## src/core/pin_mux_pkg.sv

```systemverilog
// Package: register map, field layout, reset values and pin counts of the mux
package pin_mux_pkg;
  localparam int          PORT_A_LINES   = 6;
  localparam int          PORT_B_LINES   = 4;
  localparam int          ADDR_W         = 8;
  localparam logic [7:0]  OFS_BUS_CTRL   = 8'h00;
  localparam logic [7:0]  OFS_A_PERIPH   = 8'h04;
  localparam logic [7:0]  OFS_A_DIR      = 8'h08;
  localparam logic [7:0]  OFS_A_PULLUP   = 8'h0C;
  localparam logic [7:0]  OFS_B_PERIPH   = 8'h10;
  localparam logic [7:0]  OFS_B_DIR      = 8'h14;
  localparam logic [7:0]  OFS_B_PULLUP   = 8'h18;
  localparam logic [7:0]  OFS_PIN_STATE  = 8'h1C;
  localparam int          BUS_DRIVE_BIT  = 0;
  localparam int          PIN_B_SHIFT    = 8;
  localparam logic        RST_BUS_DRIVE  = 1'b0;
  localparam logic [5:0]  RST_A_PERIPH   = 6'h00;
  localparam logic [5:0]  RST_A_DIR      = 6'h00;
  localparam logic [5:0]  RST_A_PULLUP   = 6'h3F;
  localparam logic [3:0]  RST_B_PERIPH   = 4'hF;
  localparam logic [3:0]  RST_B_DIR      = 4'h0;
  localparam logic [3:0]  RST_B_PULLUP   = 4'hF;
  localparam logic [1:0]  RESP_OKAY      = 2'h0;
  localparam logic [1:0]  RESP_SLVERR    = 2'h2;
endpackage

```

## src/core/address_pin_gpio_mux.sv

```systemverilog
// Shared-pin mux for the upper address lines and GPIO ports A and B
// Operation
// - Idle-bus float of address and control pins depends on bus_drive_control.
// - Port A shared pins come out of reset in the address function.
// - Where the address function is not bonded, port A runs as GPIO only.
// - Each port A line has its own direction bit.
// - Clearing port A pull-up bit n turns off the pull-up on line n.
// - Port B lines sharing address 16 to 19 default to GPIO after reset.
// - Clearing port B pull-up bit n turns off the pull-up on line n.
// - Each port B line in GPIO function is programmable input or output.
// - Clearing a peripheral enable bit hands the pin to the other function.
//
// Chosen here: the placing of the registers and the AXI4-Lite interface to the registers.
module address_pin_gpio_mux
  import pin_mux_pkg::*;
#(
  parameter bit PORT_A_ADDR_BONDED = 1'b1
) (
  input  wire logic                                SYS_CLK,
  input  wire logic                                RST_N,
  input  wire logic                                CLK_EN,
  input  wire logic [pin_mux_pkg::ADDR_W-1:0]      S_AXI_AWADDR,
  input  wire logic                                S_AXI_AWVALID,
  output      logic                                S_AXI_AWREADY,
  input  wire logic [31:0]                         S_AXI_WDATA,
  input  wire logic [3:0]                          S_AXI_WSTRB,
  input  wire logic                                S_AXI_WVALID,
  output      logic                                S_AXI_WREADY,
  output      logic [1:0]                          S_AXI_BRESP,
  output      logic                                S_AXI_BVALID,
  input  wire logic                                S_AXI_BREADY,
  input  wire logic [pin_mux_pkg::ADDR_W-1:0]      S_AXI_ARADDR,
  input  wire logic                                S_AXI_ARVALID,
  output      logic                                S_AXI_ARREADY,
  output      logic [31:0]                         S_AXI_RDATA,
  output      logic [1:0]                          S_AXI_RRESP,
  output      logic                                S_AXI_RVALID,
  input  wire logic                                S_AXI_RREADY,
  input  wire logic                                EXT_BUS_ACTIVE,
  input  wire logic [pin_mux_pkg::PORT_A_LINES-1:0] EXT_ADDR_LOW,
  input  wire logic [pin_mux_pkg::PORT_B_LINES-1:0] EXT_ADDR_HIGH,
  output      logic                                EXT_CTRL_OE,
  input  wire logic [pin_mux_pkg::PORT_A_LINES-1:0] GPIO_A_DOUT,
  input  wire logic [pin_mux_pkg::PORT_B_LINES-1:0] GPIO_B_DOUT,
  output      logic [pin_mux_pkg::PORT_A_LINES-1:0] GPIO_A_DIN,
  output      logic [pin_mux_pkg::PORT_B_LINES-1:0] GPIO_B_DIN,
  input  wire logic [pin_mux_pkg::PORT_A_LINES-1:0] PIN_A_I,
  output      logic [pin_mux_pkg::PORT_A_LINES-1:0] PIN_A_O,
  output      logic [pin_mux_pkg::PORT_A_LINES-1:0] PIN_A_OE,
  output      logic [pin_mux_pkg::PORT_A_LINES-1:0] PIN_A_PU,
  input  wire logic [pin_mux_pkg::PORT_B_LINES-1:0] PIN_B_I,
  output      logic [pin_mux_pkg::PORT_B_LINES-1:0] PIN_B_O,
  output      logic [pin_mux_pkg::PORT_B_LINES-1:0] PIN_B_OE,
  output      logic [pin_mux_pkg::PORT_B_LINES-1:0] PIN_B_PU
);
  import pin_mux_pkg::*;
  //////////////////////////////////////////////////////////////////////////
  // Register bus slave
  logic [ADDR_W-1:0]       aw_addr;
  logic                    aw_full;
  logic [31:0]             w_data;
  logic                    w_lane0;
  logic                    w_full;
  logic                    bvalid;
  logic [1:0]              bresp;
  logic                    rvalid;
  logic [1:0]              rresp;
  logic [31:0]             rdata;
  logic [ADDR_W-1:0]       next_aw_addr;
  logic                    next_aw_full;
  logic [31:0]             next_w_data;
  logic                    next_w_lane0;
  logic                    next_w_full;
  logic                    next_bvalid;
  logic [1:0]              next_bresp;
  logic                    next_rvalid;
  logic [1:0]              next_rresp;
  logic [31:0]             next_rdata;
  logic                    do_write;
  logic                    hit;
  logic                    bus_drive_control;
  logic [PORT_A_LINES-1:0] a_periph;
  logic [PORT_A_LINES-1:0] a_dir;
  logic [PORT_A_LINES-1:0] a_pullup;
  logic [PORT_B_LINES-1:0] b_periph;
  logic [PORT_B_LINES-1:0] b_dir;
  logic [PORT_B_LINES-1:0] b_pullup;
  logic                    next_bus_drive_control;
  logic [PORT_A_LINES-1:0] next_a_periph;
  logic [PORT_A_LINES-1:0] next_a_dir;
  logic [PORT_A_LINES-1:0] next_a_pullup;
  logic [PORT_B_LINES-1:0] next_b_periph;
  logic [PORT_B_LINES-1:0] next_b_dir;
  logic [PORT_B_LINES-1:0] next_b_pullup;
  // Handshakes drop while frozen, so no beat is lost with CLK_EN low
  assign S_AXI_AWREADY = CLK_EN && !aw_full && !bvalid;
  assign S_AXI_WREADY  = CLK_EN && !w_full && !bvalid;
  assign S_AXI_BVALID  = CLK_EN && bvalid;
  assign S_AXI_BRESP   = bresp;
  assign S_AXI_ARREADY = CLK_EN && !rvalid;
  assign S_AXI_RVALID  = CLK_EN && rvalid;
  assign S_AXI_RRESP   = rresp;
  assign S_AXI_RDATA   = rdata;
  assign do_write      = aw_full && w_full && !bvalid;
  // Address and data may arrive in either order; each is parked until both
  // are present, and the pair is retired the cycle after the second lands.
  always_comb begin
    next_aw_addr = aw_addr;
    next_aw_full = aw_full;
    next_w_data  = w_data;
    next_w_lane0 = w_lane0;
    next_w_full  = w_full;
    next_bvalid  = bvalid;
    next_bresp   = bresp;
    if (S_AXI_AWVALID && S_AXI_AWREADY) begin
      next_aw_addr = S_AXI_AWADDR;
      next_aw_full = 1'b1;
    end
    if (S_AXI_WVALID && S_AXI_WREADY) begin
      next_w_data  = S_AXI_WDATA;
      next_w_lane0 = S_AXI_WSTRB[0];
      next_w_full  = 1'b1;
    end
    if (do_write) begin
      next_aw_full = 1'b0;
      next_w_full  = 1'b0;
      next_bvalid  = 1'b1;
      next_bresp   = hit ? RESP_OKAY : RESP_SLVERR;
    end else if (bvalid && S_AXI_BREADY) begin
      next_bvalid = 1'b0;
    end
  end
  always_ff @(posedge SYS_CLK or negedge RST_N) begin
    if (!RST_N) begin
      aw_addr <= '0;
      aw_full <= 1'b0;
      w_data  <= '0;
      w_lane0 <= 1'b0;
      w_full  <= 1'b0;
      bvalid  <= 1'b0;
      bresp   <= RESP_OKAY;
    end else if (CLK_EN) begin
      aw_addr <= next_aw_addr;
      aw_full <= next_aw_full;
      w_data  <= next_w_data;
      w_lane0 <= next_w_lane0;
      w_full  <= next_w_full;
      bvalid  <= next_bvalid;
      bresp   <= next_bresp;
    end
  end
  //////////////////////////////////////////////////////////////////////////
  // Control registers; all fields sit in byte lane 0
  always_comb begin
    next_bus_drive_control = bus_drive_control;
    next_a_periph = a_periph;
    next_a_dir    = a_dir;
    next_a_pullup = a_pullup;
    next_b_periph = b_periph;
    next_b_dir    = b_dir;
    next_b_pullup = b_pullup;
    hit           = 1'b1;
    case (aw_addr)
      OFS_BUS_CTRL:  if (do_write && w_lane0) begin
        next_bus_drive_control = w_data[BUS_DRIVE_BIT];
      end
      OFS_A_PERIPH:  if (do_write && w_lane0) begin
        next_a_periph = w_data[PORT_A_LINES-1:0];
      end
      OFS_A_DIR:     if (do_write && w_lane0) begin
        next_a_dir = w_data[PORT_A_LINES-1:0];
      end
      OFS_A_PULLUP:  if (do_write && w_lane0) begin
        next_a_pullup = w_data[PORT_A_LINES-1:0];
      end
      OFS_B_PERIPH:  if (do_write && w_lane0) begin
        next_b_periph = w_data[PORT_B_LINES-1:0];
      end
      OFS_B_DIR:     if (do_write && w_lane0) begin
        next_b_dir = w_data[PORT_B_LINES-1:0];
      end
      OFS_B_PULLUP:  if (do_write && w_lane0) begin
        next_b_pullup = w_data[PORT_B_LINES-1:0];
      end
      default:       hit = 1'b0;
    endcase
  end
  always_ff @(posedge SYS_CLK or negedge RST_N) begin
    if (!RST_N) begin
      bus_drive_control <= RST_BUS_DRIVE;
      a_periph <= RST_A_PERIPH;
      a_dir    <= RST_A_DIR;
      a_pullup <= RST_A_PULLUP;
      b_periph <= RST_B_PERIPH;
      b_dir    <= RST_B_DIR;
      b_pullup <= RST_B_PULLUP;
    end else if (CLK_EN) begin
      bus_drive_control <= next_bus_drive_control;
      a_periph <= next_a_periph;
      a_dir    <= next_a_dir;
      a_pullup <= next_a_pullup;
      b_periph <= next_b_periph;
      b_dir    <= next_b_dir;
      b_pullup <= next_b_pullup;
    end
  end
  //////////////////////////////////////////////////////////////////////////
  // Read channel
  always_comb begin
    next_rvalid = rvalid;
    next_rresp  = rresp;
    next_rdata  = rdata;
    if (S_AXI_ARVALID && S_AXI_ARREADY) begin
      next_rvalid = 1'b1;
      next_rresp  = RESP_OKAY;
      next_rdata  = '0;
      case (S_AXI_ARADDR)
        OFS_BUS_CTRL:  next_rdata[BUS_DRIVE_BIT] = bus_drive_control;
        OFS_A_PERIPH:  next_rdata[PORT_A_LINES-1:0] = a_periph;
        OFS_A_DIR:     next_rdata[PORT_A_LINES-1:0] = a_dir;
        OFS_A_PULLUP:  next_rdata[PORT_A_LINES-1:0] = a_pullup;
        OFS_B_PERIPH:  next_rdata[PORT_B_LINES-1:0] = b_periph;
        OFS_B_DIR:     next_rdata[PORT_B_LINES-1:0] = b_dir;
        OFS_B_PULLUP:  next_rdata[PORT_B_LINES-1:0] = b_pullup;
        OFS_PIN_STATE: begin
          next_rdata[PORT_A_LINES-1:0] = GPIO_A_DIN;
          next_rdata[PIN_B_SHIFT +: PORT_B_LINES] = GPIO_B_DIN;
        end
        default:       next_rresp = RESP_SLVERR;
      endcase
    end else if (rvalid && S_AXI_RREADY) begin
      next_rvalid = 1'b0;
    end
  end
  always_ff @(posedge SYS_CLK or negedge RST_N) begin
    if (!RST_N) begin
      rvalid <= 1'b0;
      rresp  <= RESP_OKAY;
      rdata  <= '0;
    end else if (CLK_EN) begin
      rvalid <= next_rvalid;
      rresp  <= next_rresp;
      rdata  <= next_rdata;
    end
  end
  //////////////////////////////////////////////////////////////////////////
  // Pin mux; pad drive is registered so pins never see decode glitches
  logic                    addr_oe;
  logic [PORT_A_LINES-1:0] a_is_addr;
  logic [PORT_B_LINES-1:0] b_is_addr;
  logic [PORT_A_LINES-1:0] next_pa_o;
  logic [PORT_A_LINES-1:0] next_pa_oe;
  logic [PORT_B_LINES-1:0] next_pb_o;
  logic [PORT_B_LINES-1:0] next_pb_oe;
  logic                    next_ctrl_oe;
  // Address drivers float on an idle bus only while drive-control is clear
  assign addr_oe = EXT_BUS_ACTIVE || bus_drive_control;
  // An unbonded address function leaves port A as plain GPIO
  assign a_is_addr = PORT_A_ADDR_BONDED ? ~a_periph : '0;
  assign b_is_addr = ~b_periph;
  always_comb begin
    next_ctrl_oe = addr_oe;
    next_pa_o    = '0;
    next_pa_oe   = '0;
    next_pb_o    = '0;
    next_pb_oe   = '0;
    for (int i = 0; i < PORT_A_LINES; i++) begin
      next_pa_o[i]  = a_is_addr[i] ? EXT_ADDR_LOW[i] : GPIO_A_DOUT[i];
      next_pa_oe[i] = a_is_addr[i] ? addr_oe : a_dir[i];
    end
    for (int i = 0; i < PORT_B_LINES; i++) begin
      next_pb_o[i]  = b_is_addr[i] ? EXT_ADDR_HIGH[i] : GPIO_B_DOUT[i];
      next_pb_oe[i] = b_is_addr[i] ? addr_oe : b_dir[i];
    end
  end

  always_ff @(posedge SYS_CLK or negedge RST_N) begin
    if (!RST_N) begin
      PIN_A_O     <= '0;
      PIN_A_OE    <= '0;
      PIN_A_PU    <= RST_A_PULLUP;
      PIN_B_O     <= '0;
      PIN_B_OE    <= '0;
      PIN_B_PU    <= RST_B_PULLUP;
      EXT_CTRL_OE <= 1'b0;
      GPIO_A_DIN  <= '0;
      GPIO_B_DIN  <= '0;
    end else if (CLK_EN) begin
      PIN_A_O     <= next_pa_o;
      PIN_A_OE    <= next_pa_oe;
      PIN_A_PU    <= a_pullup;
      PIN_B_O     <= next_pb_o;
      PIN_B_OE    <= next_pb_oe;
      PIN_B_PU    <= b_pullup;
      EXT_CTRL_OE <= next_ctrl_oe;
      GPIO_A_DIN  <= PIN_A_I;
      GPIO_B_DIN  <= PIN_B_I;
    end
  end
endmodule

```

## config.mk

```make
export PLATFORM = sky130hd
export DESIGN_NAME = address_pin_gpio_mux
export DESIGN_NICKNAME = d
export VERILOG_FILES = /design/src/core/pin_mux_pkg.sv /design/src/core/address_pin_gpio_mux.sv
export SDC_FILE = /design/constraint.sdc
export NUM_CORES = 1
export LEC_CHECK = 0
export BUFFER_PORTS_ARGS = -buffer_cell sky130_fd_sc_hd__buf_2
export CELL_PAD_IN_SITES_DETAIL_PLACEMENT = 1
export CELL_PAD_IN_SITES_GLOBAL_PLACEMENT = 1
export CORE_MARGIN = 2
export CORE_UTILIZATION = 42
export DETAILED_ROUTE_END_ITERATION = 7
export GPL_TIMING_DRIVEN = 0
export PLACE_DENSITY = 0.9
export SYNTH_ARGS = -nofsm -noshare
export SYNTH_HDL_FRONTEND = slang
export SYNTH_SLANG_ARGS = --single-unit
```

## constraint.sdc

```tcl
create_clock -name SYS_CLK -period 5.9 [get_ports SYS_CLK]
set_clock_uncertainty 0.2 [all_clocks]
set_input_delay 0.59 -clock SYS_CLK [delete_from_list [all_inputs] [get_ports SYS_CLK]]
set_output_delay 0.59 -clock SYS_CLK [all_outputs]
set_load 0.02 [all_outputs]
```

# Word level (Yosys, flattened, before mapping)
# Index checks and enable logic that the tools add are counted.
[classes]
n_div = 0
add_sub_neg = 0
eq_ne = 13
n_bitwise = 2
n_reduce_logical = 43
magnitude_cmp = 0
n_mux = 35
n_mul = 0
n_shift = 0
[ops]
columns = ["op", "count"]
rows = [
  ["== test 8 x 5 -> 1 bit (second input constant)", 7],
  ["== test 8 x 4 -> 1 bit (second input constant)", 4],
  ["two-way mux 1 bit", 29],
  ["case mux 3 bit (7 select lines)", 1],
  ["AND reduction 3 bit", 7],
  ["== test 8 x 3 -> 1 bit (second input constant)", 2],
  ["logical NOT 8 bit", 2],
  ["AND reduction 2 bit", 8],
  ["logical AND 1 bit", 15],
  ["case mux 1 bit (8 select lines)", 1],
  ["case mux 2 bit (4 select lines)", 1],
  ["nonzero test 2 bit", 4],
  ["OR reduction 8 bit", 1],
  ["OR reduction 7 bit", 1],
  ["inverter 6 bit", 1],
  ["logical NOT 1 bit", 4],
  ["two-way mux 2 bit", 2],
  ["two-way mux 4 bit", 1],
  ["inverter 4 bit", 1],
  ["logical OR 1 bit", 1],
]
[word_totals]
output_inout_bits = 82
mem_bits_rw = 0
latch_bits = 0
register_bits = 105
memories = 0
mem_bits_ro = 0

# Longest topological paths before layout
[logic_depth]
ltp_word = 6
ltp_mapped = 6
depth_no_buf = 4

# Least setup slack after synthesis
# No wires, ideal clock.
[synth_timing]
kind = "input -> output"
startpoint = "input port CLK_EN"
endpoint = "output port S_AXI_ARREADY"
slack_ps = 3606
required_time_ps = 5110
stages = 4
t_arrival_ps = 1504
cell_sequence = "buf_2 buf_2 buf_2 nor2b_1"
[synth_between]
elab_chain_len = 1
[synth_rtl]
columns = ["item", "line_no", "text"]
rows = [
  ["start, declared", "address_pin_gpio_mux.sv:21", "input wire logic CLK_EN,"],
  ["logical AND 1 bit", "address_pin_gpio_mux.sv:100", "assign S_AXI_ARREADY = CLK_EN && !rvalid;"],
  ["end, declared", "address_pin_gpio_mux.sv:34", "output logic S_AXI_ARREADY,"],
]
# No other way between the ends.

# Worst setup path after layout
[layout_timing]
startpoint = "input port CLK_EN"
endpoint = "output port S_AXI_BVALID"
[layout_between]
elab_chain_len = 1
[layout_rtl]
columns = ["item", "line_no", "text"]
rows = [
  ["logical AND 1 bit", "address_pin_gpio_mux.sv:98", "assign S_AXI_BVALID = CLK_EN && bvalid;"],
  ["end, declared", "address_pin_gpio_mux.sv:30", "output logic S_AXI_BVALID,"],
]
# No other way between the ends.

==> metrics.log <==
[metrics] GRT Util Overall: 20.45%
[metrics] router iterations before antenna repair: 4
[metrics] RePlAce Congestion: ~0.75
[metrics] fmax: 379.8 MHz
[metrics] CP Capture Type: output port
[metrics] most common cell after layout, fill and taps aside: buf_2
[metrics] buffer count from post-CTS setup fixing: 0
[metrics] number of global-route vias before repair: 3631
[metrics] maximum number of pins on one net before global-route repair: 75
[metrics] Setup Slack @ Placement: 3.241 ns
[metrics] Crit path required time: ~5 ns
[metrics] Post-layout nets: roughly 610
[metrics] latest clock arrival within the worst-skew pair: about 0.35 ns
[metrics] antenna diode instance count: 0
[metrics] Async S/R FF share, synth: 100.0%
[metrics] crit-path max FO: 10
[metrics] number of inserted filler cells in the final layout: ~1200
[metrics] yosys synthesis warning count: 0
[metrics] total power: approximately 2.0 mW
[metrics] CTS tree: built
[metrics] most used cells in the layout excluding fill and tap cells: buf_2 (123), dfrtp_1 (79), mux2_2 (77)
[metrics] startpoint class of the critical path: input pin
[metrics] Critical Path Source: CLK_EN
[metrics] area growth from synthesis to final layout: 24.88%
[metrics] worst IR drop on VDD: ~0.00017 V
[metrics] multi-input logic area: approximately 0.002 sq mm
[metrics] Least-Margin Pin Slew: 0.6787 ns
[metrics] number of setup violations in the final report: 0
[metrics] RSZ-0062 raised after global routing: no
[metrics] fin area: about 0.006 sq mm
[metrics] number of antenna violations at the first check in global routing: 0
[metrics] static power due to leakage: ~2.9 nW
[metrics] H-tree level count: 3
[metrics] sequential standard cell area: 0.002608 sq mm
[metrics] number of rows created at floorplan: 38
[metrics] number of flops mapped to enable cells by yosys: 0
[metrics] final global-route overflow total: 0
[metrics] library cell contributing the largest single delay on the critical path: clkbuf_1
[metrics] Maximum Capacitance Violations: 0
[metrics] detailed placement HPWL: 9.212 mm
[metrics] post-route setup slack: about 3.3 ns
[metrics] clock-pin slew reported for the worst setup and hold paths after clock tree synthesis: about 0.07 ns
[metrics] final hold vios: 0
[metrics] DRC errors left: 0
[metrics] result of the run: finished, final reports clean
[metrics] Vert. Die Dim: 110.4 microns
[metrics] Initial Util: approximately 44%
[metrics] share of layout cells above drive strength 1: between 50 and 60%
[metrics] series of cell instances along the critical path: buf_2 -> buf_2 -> clkbuf_1 -> and2_1 -> buf_2
[metrics] cell count after synthesis: around 370
[metrics] power per cell area: approximately 330 mW/mm^2
[metrics] sequential element share of the synthesized area: between 50% and 60%
[metrics] post-detailed-placement cell area: about 0.0056 sq mm
[metrics] Period minus WS final: around 2.6 ns
[metrics] reg2reg start: aw_addr[5]
[metrics] count of buffers inserted at the top-level ports: around 120
[metrics] clock sink total: a little over 100
[metrics] initial drt markers: about 110
[metrics] number of synthesized register bits: between 100 and 150
[metrics] wire length per cell after detailed routing: approximately 18 microns
[metrics] worst hold path type: input pin to register
[metrics] CP Buf/Inv Count: 4
[metrics] final worst path period share: between 40 and 50%
[metrics] ports placed on the boundary: between 150 and 200
[metrics] first-pass GRT wire length: ~20 mm
[metrics] Post-Route WL: between 10 and 15 mm
[metrics] Worst EP arrival: about 1.8 ns
[metrics] delay-heaviest family, CP: buffers and inverters
[metrics] vias post-DR: 3326
[metrics] Setup TNS: 0 ns
[metrics] Clk Tree Root Cell: clkbuf_16
[metrics] average footprint of a synthesized cell: between 10 and 15 sq um
[metrics] CTS Buffer Depth: 2
[metrics] synthesized area: approximately 0.0048 sq mm
[metrics] remaining antenna violation count: 0
[metrics] count of unique library cells instantiated by Yosys: 41
[metrics] Final Slew Violations: 0
[metrics] type of the worst setup path: input pin to output port
[metrics] Main synth FF type: dfrtp_1
[metrics] total die area: between 0.01 and 0.015 sq mm
[metrics] Slowest Stage Delay on Critical Path: around 0.39 ns
[metrics] final design utilization: between 50% and 60%
[metrics] Die X-Extent: 110.4 microns
[metrics] drt via density: ~5.0
[metrics] max_slew headroom: between 50% and 60%
[metrics] critical path's most frequent cell: buf_2
[metrics] hold path start: S_AXI_RREADY
[metrics] cts bufs inserted: 9
[metrics] Core ar.: 0.01094 sq mm
logic make-up (layout without fill, tap and decap cells):
family                 Yosys count  in the layout  share of synthesized area (%)
AND/OR/NAND/NOR                 70             70                          9.600
flip-flops                     103            103                          54.81
multiplexers                    98             98                          23.43
AO/OA/AOI/OAI                   50             50                          6.339
buffers and inverters           44            178                          5.734
other                            1             24                        0.07883
synth_stat cells, drive strengths merged, types with 4 or more instances:
library cell,number,area (sq um)
dfrtp,79,1977
mux2,77,867.1
buf,37,246.5
dfstp,24,630.6
nand2,21,78.83
mux2i,18,180.2
o21ai,18,90.09
a21oi,16,80.08
nor2,16,60.06
a22o,7,61.31
and2,5,31.28
clkbuf,4,15.01
nand2b,4,25.02
nand3b,4,30.03
worst register-to-register path: cells and delay by family (launching register included):
kind,cells,cell delay (ns)
AND/OR/NAND/NOR,3,1.02
flip-flops,1,0.38
multiplexers,1,0.38
per-stage QoR:
stage | hold WS [ns] | cells
final | 0.2011 | 663
after floorplan | 0.09441 | 389
after global placement | 0.2634 | 645
after detailed placement | 0.2748 | 646
after global routing | 0.2030 | 663
after CTS | 0.1984 | 663
flip-flops by register name, summed over array words and instances, names as in the netlist, 4 cells and up:
signal and cells:
GPIO_A_DIN 6, GPIO_B_DIN 4, PIN_A_O 6, PIN_A_OE 6, PIN_A_PU 6, PIN_B_O 4, PIN_B_OE 4, PIN_B_PU 4
S_AXI_RDATA 10, a_dir 6, a_periph 6, a_pullup 6, aw_addr 8, b_dir 4, b_periph 4, b_pullup 4
w_data 6
final cells by class:
cell class / count / area share, %
clock inverters: 4 / 0.9267
flip-flops and latches: 103 / 43.89
repair buffers: 118 / 10.45
plain buffers: 41 / 4.402
inverters: 3 / 0.1896
well taps: 140 / 2.949
clock buffers: 12 / 4.149
multi-input cells: 242 / 33.05
metal layers:
| metal | GRT usage [%] | share of wire [%] | up-vias |
|---|---|---|---|
| li1 | - | - | 1556 |
| met1 | 25.63 | 43 | 1662 |
| met2 | 35.42 | 50 | 97 |
| met3 | 4.995 | 5.2 | 11 |
| met4 | 5.500 | 1.2 | 0 |
| met5 | 0 | 0 | - |
what timing repair did:
action | CTS | global route
setup endpoints to repair | 0 | 0
resized for setup | 0 | 0
endpoints found under the hold margin | 21 | 0
hold buffers | 1 | 0
path summary, 6_finish.rpt:
check	end	cells past startpoint	slack, ns
hold / removal	rvalid	2	0.20
min in group asynchronous	aw_addr[2]	2	0.52
setup reg to reg	b_dir[3]	4	3.81
hold reg to reg	S_AXI_RDATA[3]	2	0.29
max in group asynchronous	PIN_A_PU[4]	3	4.24
setup / recovery	S_AXI_BVALID	5	3.27
report_power, final:
| group | internal (mW) | total, mW | switching, mW |
|---|---|---|---|
| clock | 0.343 | 0.608 | 0.265 |
| sequential | 0.825 | 0.960 | 0.136 |
| combinational | 0.192 | 0.396 | 0.204 |
Power figures use the tool's default switching activity.
